==> src/ldc_pkg.sv <==
// constants and types for the line diagnostic code and error count block
`default_nettype none
package ldc_pkg;
	// ------------------------------------------------------------
	// register indices (byte address is four times the index)
	// ------------------------------------------------------------
	localparam logic [5:0] IDX_PATTERN    = 6'h0C;
	localparam logic [5:0] IDX_LENGTHS    = 6'h0E;
	localparam logic [5:0] IDX_TX_CODE    = 6'h0F;
	localparam logic [5:0] IDX_RX_ACT     = 6'h10;
	localparam logic [5:0] IDX_RX_DEACT   = 6'h11;
	localparam logic [5:0] IDX_ERR_CTRL   = 6'h12;
	localparam logic [5:0] IDX_IRQ_STATUS = 6'h13;
	localparam logic [5:0] IDX_IRQ_MASK   = 6'h14;
	localparam logic [5:0] IDX_HOLD_LOW   = 6'h19;
	localparam logic [5:0] IDX_HOLD_HIGH  = 6'h1A;
	// ------------------------------------------------------------
	// reset values
	// ------------------------------------------------------------
	localparam logic [7:0] RST_TX_CODE  = 8'h01;
	localparam logic [7:0] RST_RX_ACT   = 8'h01;
	localparam logic [7:0] RST_RX_DEACT = 8'h09;
	localparam logic [5:0] RST_LENGTHS  = 6'h01;
	// ------------------------------------------------------------
	// field positions
	// ------------------------------------------------------------
	localparam int POS_VIOL_INJ = 6;
	localparam int POS_LERR_INJ = 5;
	localparam int POS_ZRULE    = 4;
	localparam int POS_SRC_HI   = 3;
	localparam int POS_SRC_LO   = 2;
	localparam int POS_MODE     = 1;
	localparam int POS_TRF      = 0;
	localparam int IRQ_OVF      = 0;
	localparam int IRQ_ACT      = 1;
	localparam int IRQ_DEACT    = 2;
	localparam int IRQ_SECOND   = 3;
	// ------------------------------------------------------------
	// encodings and counts
	// ------------------------------------------------------------
	localparam logic [1:0] SRC_LOGIC = 2'h0;
	localparam logic [1:0] SRC_ZEROS = 2'h1;
	localparam logic [1:0] SRC_CV    = 2'h2;
	localparam logic [1:0] SRC_BOTH  = 2'h3;
	localparam logic [1:0] PAT_PRBS  = 2'h2;
	localparam logic [1:0] PAT_CODE  = 2'h3;
	localparam logic [6:0] ZRUN_ANSI = 7'h10;
	localparam logic [6:0] ZRUN_FCC  = 7'h50;
	localparam int CLK_PERIOD_NS   = 40;
	localparam int SECOND_MS       = 1000;
	localparam int SECOND_CYCLES   = SECOND_MS * 1000000 / CLK_PERIOD_NS;
	typedef enum logic [1:0] {
		LDC_IDLE_ST = 2'b01,
		LDC_ACK_ST  = 2'b10
	} ldc_apb_type;
endpackage : ldc_pkg
`default_nettype wire

==> src/ldc_top.sv <==
// line diagnostic code registers, error injection and error counter
`default_nettype none
module ldc_top
	import ldc_pkg::*;
#(
	parameter int SECOND_LEN = SECOND_CYCLES
) (
	input  wire logic        pclk,
	input  wire logic        presetn,
	input  wire logic        ce,
	input  wire logic        psel,
	input  wire logic        penable,
	input  wire logic        pwrite,
	input  wire logic [7:0]  paddr,
	input  wire logic [31:0] pwdata,
	output var  logic [31:0] prdata,
	output var  logic        pready,
	output var  logic        pslverr,
	output var  logic        irq,
	input  wire logic        rx_bit_stb,
	input  wire logic        rx_data,
	input  wire logic        code_violation_event,
	input  wire logic        prbs_error_event,
	input  wire logic        tx_bit_stb,
	output var  logic        tx_code_bit,
	output var  logic        tx_code_valid,
	output var  logic        tx_violation_insert,
	output var  logic        tx_logic_error_insert
);
	// ------------------------------------------------------------
	// helpers
	// ------------------------------------------------------------
	function automatic logic [7:0] len_mask(input logic [1:0] len);
		len_mask = 8'hFF >> (3'h3 - {1'b0, len});
	endfunction

	function automatic logic code_match(input logic [15:0] h, input logic [7:0] c,
			input logic [1:0] len);
		logic [7:0] m;
		logic [3:0] n;
		m = len_mask(len);
		n = 4'h5 + {2'b00, len};
		code_match = ((h[7:0] & m) == (c & m)) && (((h >> n) & {8'h00, m}) == {8'h00, c & m});
	endfunction

	// ------------------------------------------------------------
	// pin synchronisers
	// ------------------------------------------------------------
	logic [4:0] sync1_ff, sync2_ff, sync3_ff;
	logic       rx_tick, tx_tick;
	// two flops for every pin, third only for edge finding
	always_ff @(posedge pclk or negedge presetn) begin
		if (!presetn) begin
			sync1_ff <= 5'h00;
			sync2_ff <= 5'h00;
			sync3_ff <= 5'h00;
		end else if (ce) begin
			sync1_ff <= {tx_bit_stb, prbs_error_event, code_violation_event, rx_data, rx_bit_stb};
			sync2_ff <= sync1_ff;
			sync3_ff <= sync2_ff;
		end
	end
	assign rx_tick = sync2_ff[0] & ~sync3_ff[0];
	assign tx_tick = sync2_ff[4] & ~sync3_ff[4];

	// ------------------------------------------------------------
	// apb slave and registers
	// ------------------------------------------------------------
	ldc_apb_type apb_ff;
	logic [7:0]  tx_code_ff, act_code_ff, deact_code_ff;
	logic [6:0]  ctrl_ff;
	logic [5:0]  len_ff;
	logic [1:0]  tx_pattern_select_ff;
	logic [15:0] hold_ff, count_ff;
	logic [3:0]  irq_stat_ff, irq_mask_ff, irq_set;
	logic [31:0] prdata_ff, nxt_prdata;
	logic        pready_ff, pslverr_ff, nxt_err;
	logic        access, wr;
	logic [5:0]  idx;

	assign idx    = paddr[7:2];
	assign access = psel & penable & (apb_ff == LDC_IDLE_ST);
	assign wr     = psel & penable & pready_ff & pwrite & ~nxt_err; // lands as pready completes

	// read mux and address decode
	always_comb begin
		nxt_prdata = 32'h0000_0000;
		nxt_err    = (paddr[1:0] != 2'h0);
		case (idx)
			IDX_PATTERN:    nxt_prdata[6:5] = tx_pattern_select_ff;
			IDX_LENGTHS:    nxt_prdata[5:0] = len_ff;
			IDX_TX_CODE:    nxt_prdata[7:0] = tx_code_ff;
			IDX_RX_ACT:     nxt_prdata[7:0] = act_code_ff;
			IDX_RX_DEACT:   nxt_prdata[7:0] = deact_code_ff;
			IDX_ERR_CTRL:   nxt_prdata[6:0] = ctrl_ff;
			IDX_IRQ_STATUS: nxt_prdata[3:0] = irq_stat_ff;
			IDX_IRQ_MASK:   nxt_prdata[3:0] = irq_mask_ff;
			IDX_HOLD_LOW:   nxt_prdata[7:0] = hold_ff[7:0];
			IDX_HOLD_HIGH:  nxt_prdata[7:0] = hold_ff[15:8];
			default:        nxt_err = 1'b1;
		endcase
	end

	// one wait state: answer registered in the cycle after the access phase opens
	always_ff @(posedge pclk or negedge presetn) begin
		if (!presetn) begin
			apb_ff     <= LDC_IDLE_ST;
			pready_ff  <= 1'b0;
			pslverr_ff <= 1'b0;
			prdata_ff  <= 32'h0000_0000;
		end else if (ce) begin
			case (apb_ff)
				LDC_IDLE_ST: begin
					pready_ff  <= access;
					pslverr_ff <= access & nxt_err;
					prdata_ff  <= (access & ~pwrite & ~nxt_err) ? nxt_prdata : 32'h0000_0000;
					if (access)
						apb_ff <= LDC_ACK_ST;
				end
				LDC_ACK_ST: begin
					pready_ff  <= 1'b0;
					pslverr_ff <= 1'b0;
					apb_ff     <= LDC_IDLE_ST;
				end
				default: apb_ff <= LDC_IDLE_ST;
			endcase
		end
	end

	// configuration registers
	always_ff @(posedge pclk or negedge presetn) begin
		if (!presetn) begin
			tx_code_ff    <= RST_TX_CODE;
			act_code_ff   <= RST_RX_ACT;
			deact_code_ff <= RST_RX_DEACT;
			len_ff        <= RST_LENGTHS;
			tx_pattern_select_ff       <= 2'h0;
			ctrl_ff       <= 7'h00;
			irq_mask_ff   <= 4'h0;
		end else if (ce && wr) begin
			case (idx)
				IDX_PATTERN:  tx_pattern_select_ff <= pwdata[6:5];
				IDX_LENGTHS:  len_ff <= pwdata[5:0];
				IDX_TX_CODE:  tx_code_ff <= pwdata[7:0];
				IDX_RX_ACT:   act_code_ff <= pwdata[7:0];
				IDX_RX_DEACT: deact_code_ff <= pwdata[7:0];
				IDX_ERR_CTRL: ctrl_ff <= pwdata[6:0];
				IDX_IRQ_MASK: irq_mask_ff <= pwdata[3:0];
				default:      ;
			endcase
		end
	end

	// sticky status: a new event beats a write-one clear in the same cycle
	always_ff @(posedge pclk or negedge presetn) begin
		if (!presetn)
			irq_stat_ff <= 4'h0;
		else if (ce) begin
			if (wr && idx == IDX_IRQ_STATUS)
				irq_stat_ff <= (irq_stat_ff & ~pwdata[3:0]) | irq_set;
			else
				irq_stat_ff <= irq_stat_ff | irq_set;
		end
	end

	logic irq_ff;
	always_ff @(posedge pclk or negedge presetn) begin
		if (!presetn)
			irq_ff <= 1'b0;
		else if (ce)
			irq_ff <= |(irq_stat_ff & irq_mask_ff);
	end

	// ------------------------------------------------------------
	// control edge detection
	// ------------------------------------------------------------
	logic [2:0] ctl_prev_ff;
	logic       viol_rise, lerr_rise, trf_rise;
	// only a fresh zero-to-one edge acts; holding a bit high does nothing more
	always_ff @(posedge pclk or negedge presetn) begin
		if (!presetn)
			ctl_prev_ff <= 3'h0;
		else if (ce)
			ctl_prev_ff <= {ctrl_ff[POS_VIOL_INJ], ctrl_ff[POS_LERR_INJ], ctrl_ff[POS_TRF]};
	end
	assign viol_rise = ctrl_ff[POS_VIOL_INJ] & ~ctl_prev_ff[2];
	assign lerr_rise = ctrl_ff[POS_LERR_INJ] & ~ctl_prev_ff[1];
	assign trf_rise  = ctrl_ff[POS_TRF] & ~ctl_prev_ff[0];

	// ------------------------------------------------------------
	// transmit side: loop code and error insertion
	// ------------------------------------------------------------
	logic [2:0] tx_ptr_ff, tx_top, tx_cur;
	logic       viol_pend_ff, lerr_pend_ff;
	logic       tx_bit_ff, tx_val_ff, tx_viol_ff, tx_lerr_ff;
	assign tx_top = 3'h4 + {1'b0, len_ff[5:4]};
	assign tx_cur = (tx_ptr_ff > tx_top) ? tx_top : tx_ptr_ff; // clamp after a length change

	// code sent msb first from bit length-1 down to bit 0, then repeats
	always_ff @(posedge pclk or negedge presetn) begin
		if (!presetn) begin
			tx_ptr_ff <= 3'h4;
			tx_bit_ff <= 1'b0;
			tx_val_ff <= 1'b0;
		end else if (ce) begin
			tx_val_ff <= (tx_pattern_select_ff == PAT_CODE);
			if (tx_pattern_select_ff != PAT_CODE)
				tx_ptr_ff <= tx_top;
			else if (tx_tick) begin
				tx_bit_ff <= tx_code_ff[tx_cur];
				tx_ptr_ff <= (tx_cur == 3'h0) ? tx_top : tx_cur - 3'h1;
			end
		end
	end

	// one request pending until a transmit bit carries it: the next one for a violation, the next prbs one for a logic error
	always_ff @(posedge pclk or negedge presetn) begin
		if (!presetn) begin
			viol_pend_ff <= 1'b0;
			lerr_pend_ff <= 1'b0;
			tx_viol_ff   <= 1'b0;
			tx_lerr_ff   <= 1'b0;
		end else if (ce) begin
			tx_viol_ff <= tx_tick & viol_pend_ff;
			tx_lerr_ff <= tx_tick & lerr_pend_ff & (tx_pattern_select_ff == PAT_PRBS);
			if (viol_rise)
				viol_pend_ff <= 1'b1;
			else if (tx_tick)
				viol_pend_ff <= 1'b0;
			if (lerr_rise)
				lerr_pend_ff <= 1'b1;
			else if (tx_tick && tx_pattern_select_ff == PAT_PRBS)
				lerr_pend_ff <= 1'b0;
		end
	end

	// ------------------------------------------------------------
	// receive side: code match and excess zeros
	// ------------------------------------------------------------
	logic [15:0] rx_hist_ff, rx_hist_new;
	logic [6:0]  zrun_ff, zlimit;
	logic        zeros_ev, cv_ev, lerr_ev, act_hit, deact_hit;
	assign rx_hist_new = {rx_hist_ff[14:0], sync2_ff[1]}; // match includes the bit arriving now
	assign zlimit = ctrl_ff[POS_ZRULE] ? ZRUN_FCC : ZRUN_ANSI;
	assign zeros_ev = rx_tick & ~sync2_ff[1] & (zrun_ff == zlimit - 7'h01);
	assign cv_ev    = rx_tick & sync2_ff[2];
	assign lerr_ev  = rx_tick & sync2_ff[3];
	assign act_hit   = code_match(rx_hist_new, act_code_ff, len_ff[3:2]);
	assign deact_hit = code_match(rx_hist_new, deact_code_ff, len_ff[1:0]);

	// history and zero run, one event per run of zeros
	always_ff @(posedge pclk or negedge presetn) begin
		if (!presetn) begin
			rx_hist_ff <= 16'hFFFF;
			zrun_ff    <= 7'h00;
		end else if (ce && rx_tick) begin
			rx_hist_ff <= rx_hist_new;
			if (sync2_ff[1])
				zrun_ff <= 7'h00;
			else if (zrun_ff != 7'h7F)
				zrun_ff <= zrun_ff + 7'h01;
		end
	end

	// ------------------------------------------------------------
	// error counter, one second timer and transfer
	// ------------------------------------------------------------
	logic [24:0] sec_ff;
	logic        sec_tick, xfer, ovf;
	logic [1:0]  inc;
	logic [16:0] sum;
	logic [15:0] nxt_count;
	assign sec_tick = (sec_ff == 25'(SECOND_LEN - 1));
	assign xfer = trf_rise | (ctrl_ff[POS_MODE] & sec_tick);

	always_ff @(posedge pclk or negedge presetn) begin
		if (!presetn)
			sec_ff <= 25'h0000000;
		else if (ce)
			sec_ff <= sec_tick ? 25'h0000000 : sec_ff + 25'h0000001;
	end

	// source selection and saturating add
	always_comb begin
		case (ctrl_ff[POS_SRC_HI:POS_SRC_LO])
			SRC_LOGIC: inc = {1'b0, lerr_ev};
			SRC_ZEROS: inc = {1'b0, zeros_ev};
			SRC_CV:    inc = {1'b0, cv_ev};
			SRC_BOTH:  inc = {1'b0, cv_ev} + {1'b0, zeros_ev};
			default:   inc = 2'h0;
		endcase
		sum = {1'b0, xfer ? 16'h0000 : count_ff} + {15'h0000, inc};
		ovf = sum[16];
		nxt_count = ovf ? 16'hFFFF : sum[15:0];
	end

	always_ff @(posedge pclk or negedge presetn) begin
		if (!presetn) begin
			count_ff <= 16'h0000;
			hold_ff  <= 16'h0000;
		end else if (ce) begin
			count_ff <= nxt_count;
			if (xfer)
				hold_ff <= count_ff;
		end
	end

	assign irq_set = {4{ce}} & {sec_tick, deact_hit & rx_tick, act_hit & rx_tick, ovf};

	assign prdata  = prdata_ff;
	assign pready  = pready_ff;
	assign pslverr = pslverr_ff;
	assign irq     = irq_ff;
	assign tx_code_bit           = tx_bit_ff;
	assign tx_code_valid         = tx_val_ff;
	assign tx_violation_insert   = tx_viol_ff;
	assign tx_logic_error_insert = tx_lerr_ff;
endmodule // ldc_top
`default_nettype wire
==> config.mk <==
export PLATFORM = sky130hd
export DESIGN_NAME = ldc_top
export DESIGN_NICKNAME = d
export VERILOG_FILES = /design/src/ldc_pkg.sv /design/src/ldc_top.sv
export SDC_FILE = /design/constraint.sdc
export NUM_CORES = 1
export LEC_CHECK = 0
export BUFFER_PORTS_ARGS = -buffer_cell sky130_fd_sc_hd__buf_2
export CAP_MARGIN = 20
export CORE_MARGIN = 2
export CORE_UTILIZATION = 30
export CTS_BUF_LIST = sky130_fd_sc_hd__clkbuf_8 sky130_fd_sc_hd__clkbuf_16
export DETAILED_ROUTE_END_ITERATION = 10
export PLACE_DENSITY = 0.44
export SYNTH_ARGS = -nofsm -noshare
export SYNTH_HDL_FRONTEND = slang
export SYNTH_SLANG_ARGS = --single-unit
==> constraint.sdc <==
create_clock -name pclk -period 4 [get_ports pclk]
set_clock_uncertainty 0.05 [all_clocks]
set_input_delay 0.4 -clock pclk [delete_from_list [all_inputs] [get_ports pclk]]
set_output_delay 0.4 -clock pclk [all_outputs]
set_load 0.005 [all_outputs]
==> results.txt <==
Final ANT Viol Nets - 0
Power per cell area - 458.2 nW/µm²
CP arrival - 3.88 ns
Part of the cycle the worst path needs - 90.78%
Post-synth cell types - 70
Post-CTS resize count - 0
Die X - 176.4 µm
Normalized max-slew margin - 42.83%
Die area - 31,120 µm²
Initial antenna violation count - 1
Root Buffer - clkbuf_16
Initial DRC count - 314
Pin slew with the least headroom to its limit - 0.8576 ns
Non-filler cells, final - 1,312
Antenna fix cells - 0
Max_cap viols - 0
Die height - 176.4 µm
Routed vias - 6,503
Design area - 10,090 µm²
Flop and latch count out of synthesis - 163
WHS - -0.07255 ns
Latest clock arrival within the worst-skew pair - 0.43 ns
Worst Path Max Fanout - 6
Wirelength per Cell - 17.36 µm
Crit start category - register
Max Root-Sink Buffers - 2
Most common cell after layout, fill and taps aside - dfrtp_1
Post-synthesis instance total - 873
Vias per inst - 4.957
IO Port Bufs - 41
Top_reg_cell synth - dfrtp_1
CP Capture Type - register
Fin. Hold Viols - 15
Post-CTS Setup Inserts - 0
TritonCTS Buffers - 17
Routability cong. - 0.7606
Fmax - 0.2754 GHz
# IOs - 90
Final min period - 3.631 ns
Initial Util - 30.25%
Most frequent cells in the layout - dfrtp_1, nand2_1, mux2_2
Leakage - 4.522 nW
Num rows - 63
Critical path data required time - 4.25 ns
# H-tree levels - 4
Outcome - finished, violations left
Sequential share of the synthesized area - 46.04%
FFs w/ async S/R, synth - 100.0%
Max rail drop VDD - 268.0 µV
# placed instances - 1,280
Clock Pin Slew Worst Setup and Hold Paths - 0.07 ns
Hold buffers post-CTS - 0
Placed cell area - 9469 µm²
RSZ-0062 raised after global routing - no
Pre-CTS setup slack - 0.3940 ns
Worst Path Class, Setup - register to register
Residual DRC - 0
Area Growth Syn to Fin - 13.19%
Total grt overflow - 0
# clock sinks - 163
Post-synth EDFFs - 0
Initial DRT Pass Iterations - 4
CTS tree - built
Global-route wire length before repair - 37.40 mm
Final nets - 972
Yosys warnings - 0
Syn avg cell area - 10.22 µm²
Hold WC Path Type - primary input to asynchronous set/reset pin
Setup violators final - 0
TNS Setup - 0 ns
Final worst setup slack - 0.3688 ns
Share of cells above drive strength 1 - 21.48%
Largest net degree at the start of global routing - 84
Failing checks - hold timing
Slew Limit Fails - 0
Reg2Reg Depth - 15
Mapped Area - 8919 µm²
Core Region - 29,480 µm²
Global-route usage over all layers - 15.38%
Utilization after layout - 34.24%
Vias in the first global route - 6,532
Hpwl dp - 16.14 mm
Total Wirelength - 22.78 mm
synth_stat cells (7+ instances only):
cell	n	share of area [%]
nand2b_1	11	0.77
a21oi_1	44	2.5
o31ai_1	7	0.59
nor2b_1	11	0.77
mux2i_1	20	2.2
nand2_1	89	3.7
a22o_1	8	0.79
xor2_1	23	2.3
and3_1	12	0.84
nand4_1	19	1.3
inv_1	32	1.3
a31oi_1	9	0.63
clkbuf_1	28	1.2
a22oi_1	7	0.59
nor3_1	21	1.2
dfrtp_1	141	40
buf_4	25	2.1
ha_1	11	1.5
nand3_1	25	1.4
o22ai_1	9	0.63
o21ai_0	42	2.4
xnor2_1	22	2.2
mux2_2	72	9.1
dfstp_2	22	6.5
and2_1	7	0.49
mux4_2	8	2.0
nor2_1	53	2.2
path summary, 6_finish.rpt:
kind / from / slack (ns) / endpoint
hold reg to reg: ctl_prev_ff[2] / 0.41 / viol_pend_ff
setup reg to reg: zrun_ff[0] / 0.37 / count_ff[12]
min in group pclk: rx_bit_stb / 0.15 / sync1_ff[0]
max in group asynchronous: presetn / 2.91 / rx_hist_ff[9]
setup / recovery: zrun_ff[0] / 0.37 / count_ff[12]
hold / removal: presetn / -0.07 / tx_ptr_ff[0]
flip-flops by register name, indices dropped and copies added, names as in the netlist, 3 cells and up:
| register | cells |
|---|---|
| rx_hist_ff | 15 |
| zrun_ff | 7 |
| sync2_ff | 5 |
| tx_ptr_ff | 3 |
| ctl_prev_ff | 3 |
| irq_stat_ff | 4 |
| sec_ff | 25 |
| sync1_ff | 5 |
| act_code_ff | 8 |
| prdata | 8 |
| count_ff | 16 |
| hold_ff | 16 |
| tx_code_ff | 8 |
| deact_code_ff | 8 |
| irq_mask_ff | 4 |
| len_ff | 6 |
| ctrl_ff | 7 |
area by class of cell:
| cell class | count | area (µm²) |
|---|---|---|
| clock inverters | 14 | 186.4 |
| multi-input cells | 638 | 4423 |
| clock buffers | 18 | 439.2 |
| well taps | 390 | 488.0 |
| repair buffers | 57 | 331.6 |
| flip-flops and latches | 163 | 4106 |
| fillers | 3083 | 19390 |
| inverters | 32 | 120.1 |
cells by family (layout without fill, tap and decap cells):
family          after synthesis  after routing  share of synthesized area [%]
compound gates              168            168                          12.12
xor+xnor                     45             45                          4.419
fa+ha+maj                    12             12                          1.768
buf+inv                      95            121                          5.331
flops                       163            163                          46.04
mux                         101            101                          13.48
other cells                   1             24                        0.04205
simple gates                288            288                          16.79
report_power, final:
group	total (mW)	leakage (nW)	internal [mW]	switching [mW]
logic	0.729	2.09	0.330	0.399
clock network	1.77	0.305	1.06	0.708
registers	2.13	2.13	1.88	0.245
total	4.63	4.52	3.27	1.35
stage by stage:
step           total power, mW  hold slack (ns)
2_1_floorplan            2.642          0.05441
3_3_place_gp             2.886           0.3940
3_5_place_dp             2.902           0.3992
4_1_cts                  4.698          0.01221
5_1_grt                  4.896          0.01970
6_report                 4.625         -0.07255
layer usage:
layer	track usage, %	share of wire (%)	up-vias
li1	-	-	3165
met1	21.51	50	3238
met2	24.66	47	81
met3	2.326	2.2	19
met4	4.477	1.1	0
met5	0	0	-
worst max-delay path, cell delays in order, from the launching register on:
cell     delay [ns]
dfrtp_1        0.41
ha_1           0.22
nand3_1        0.13
nor2_1         0.07
and4_1         0.19
ha_1           0.27
mux4_2         0.26
ha_1           0.18
inv_1          0.06
fa_1           0.46
nor4b_1        0.33
buf_4          0.19
nand3_1        0.09
a21oi_1        0.32
and3_1         0.21
nor3_1         0.05
(Power assumes the default switching activity.)
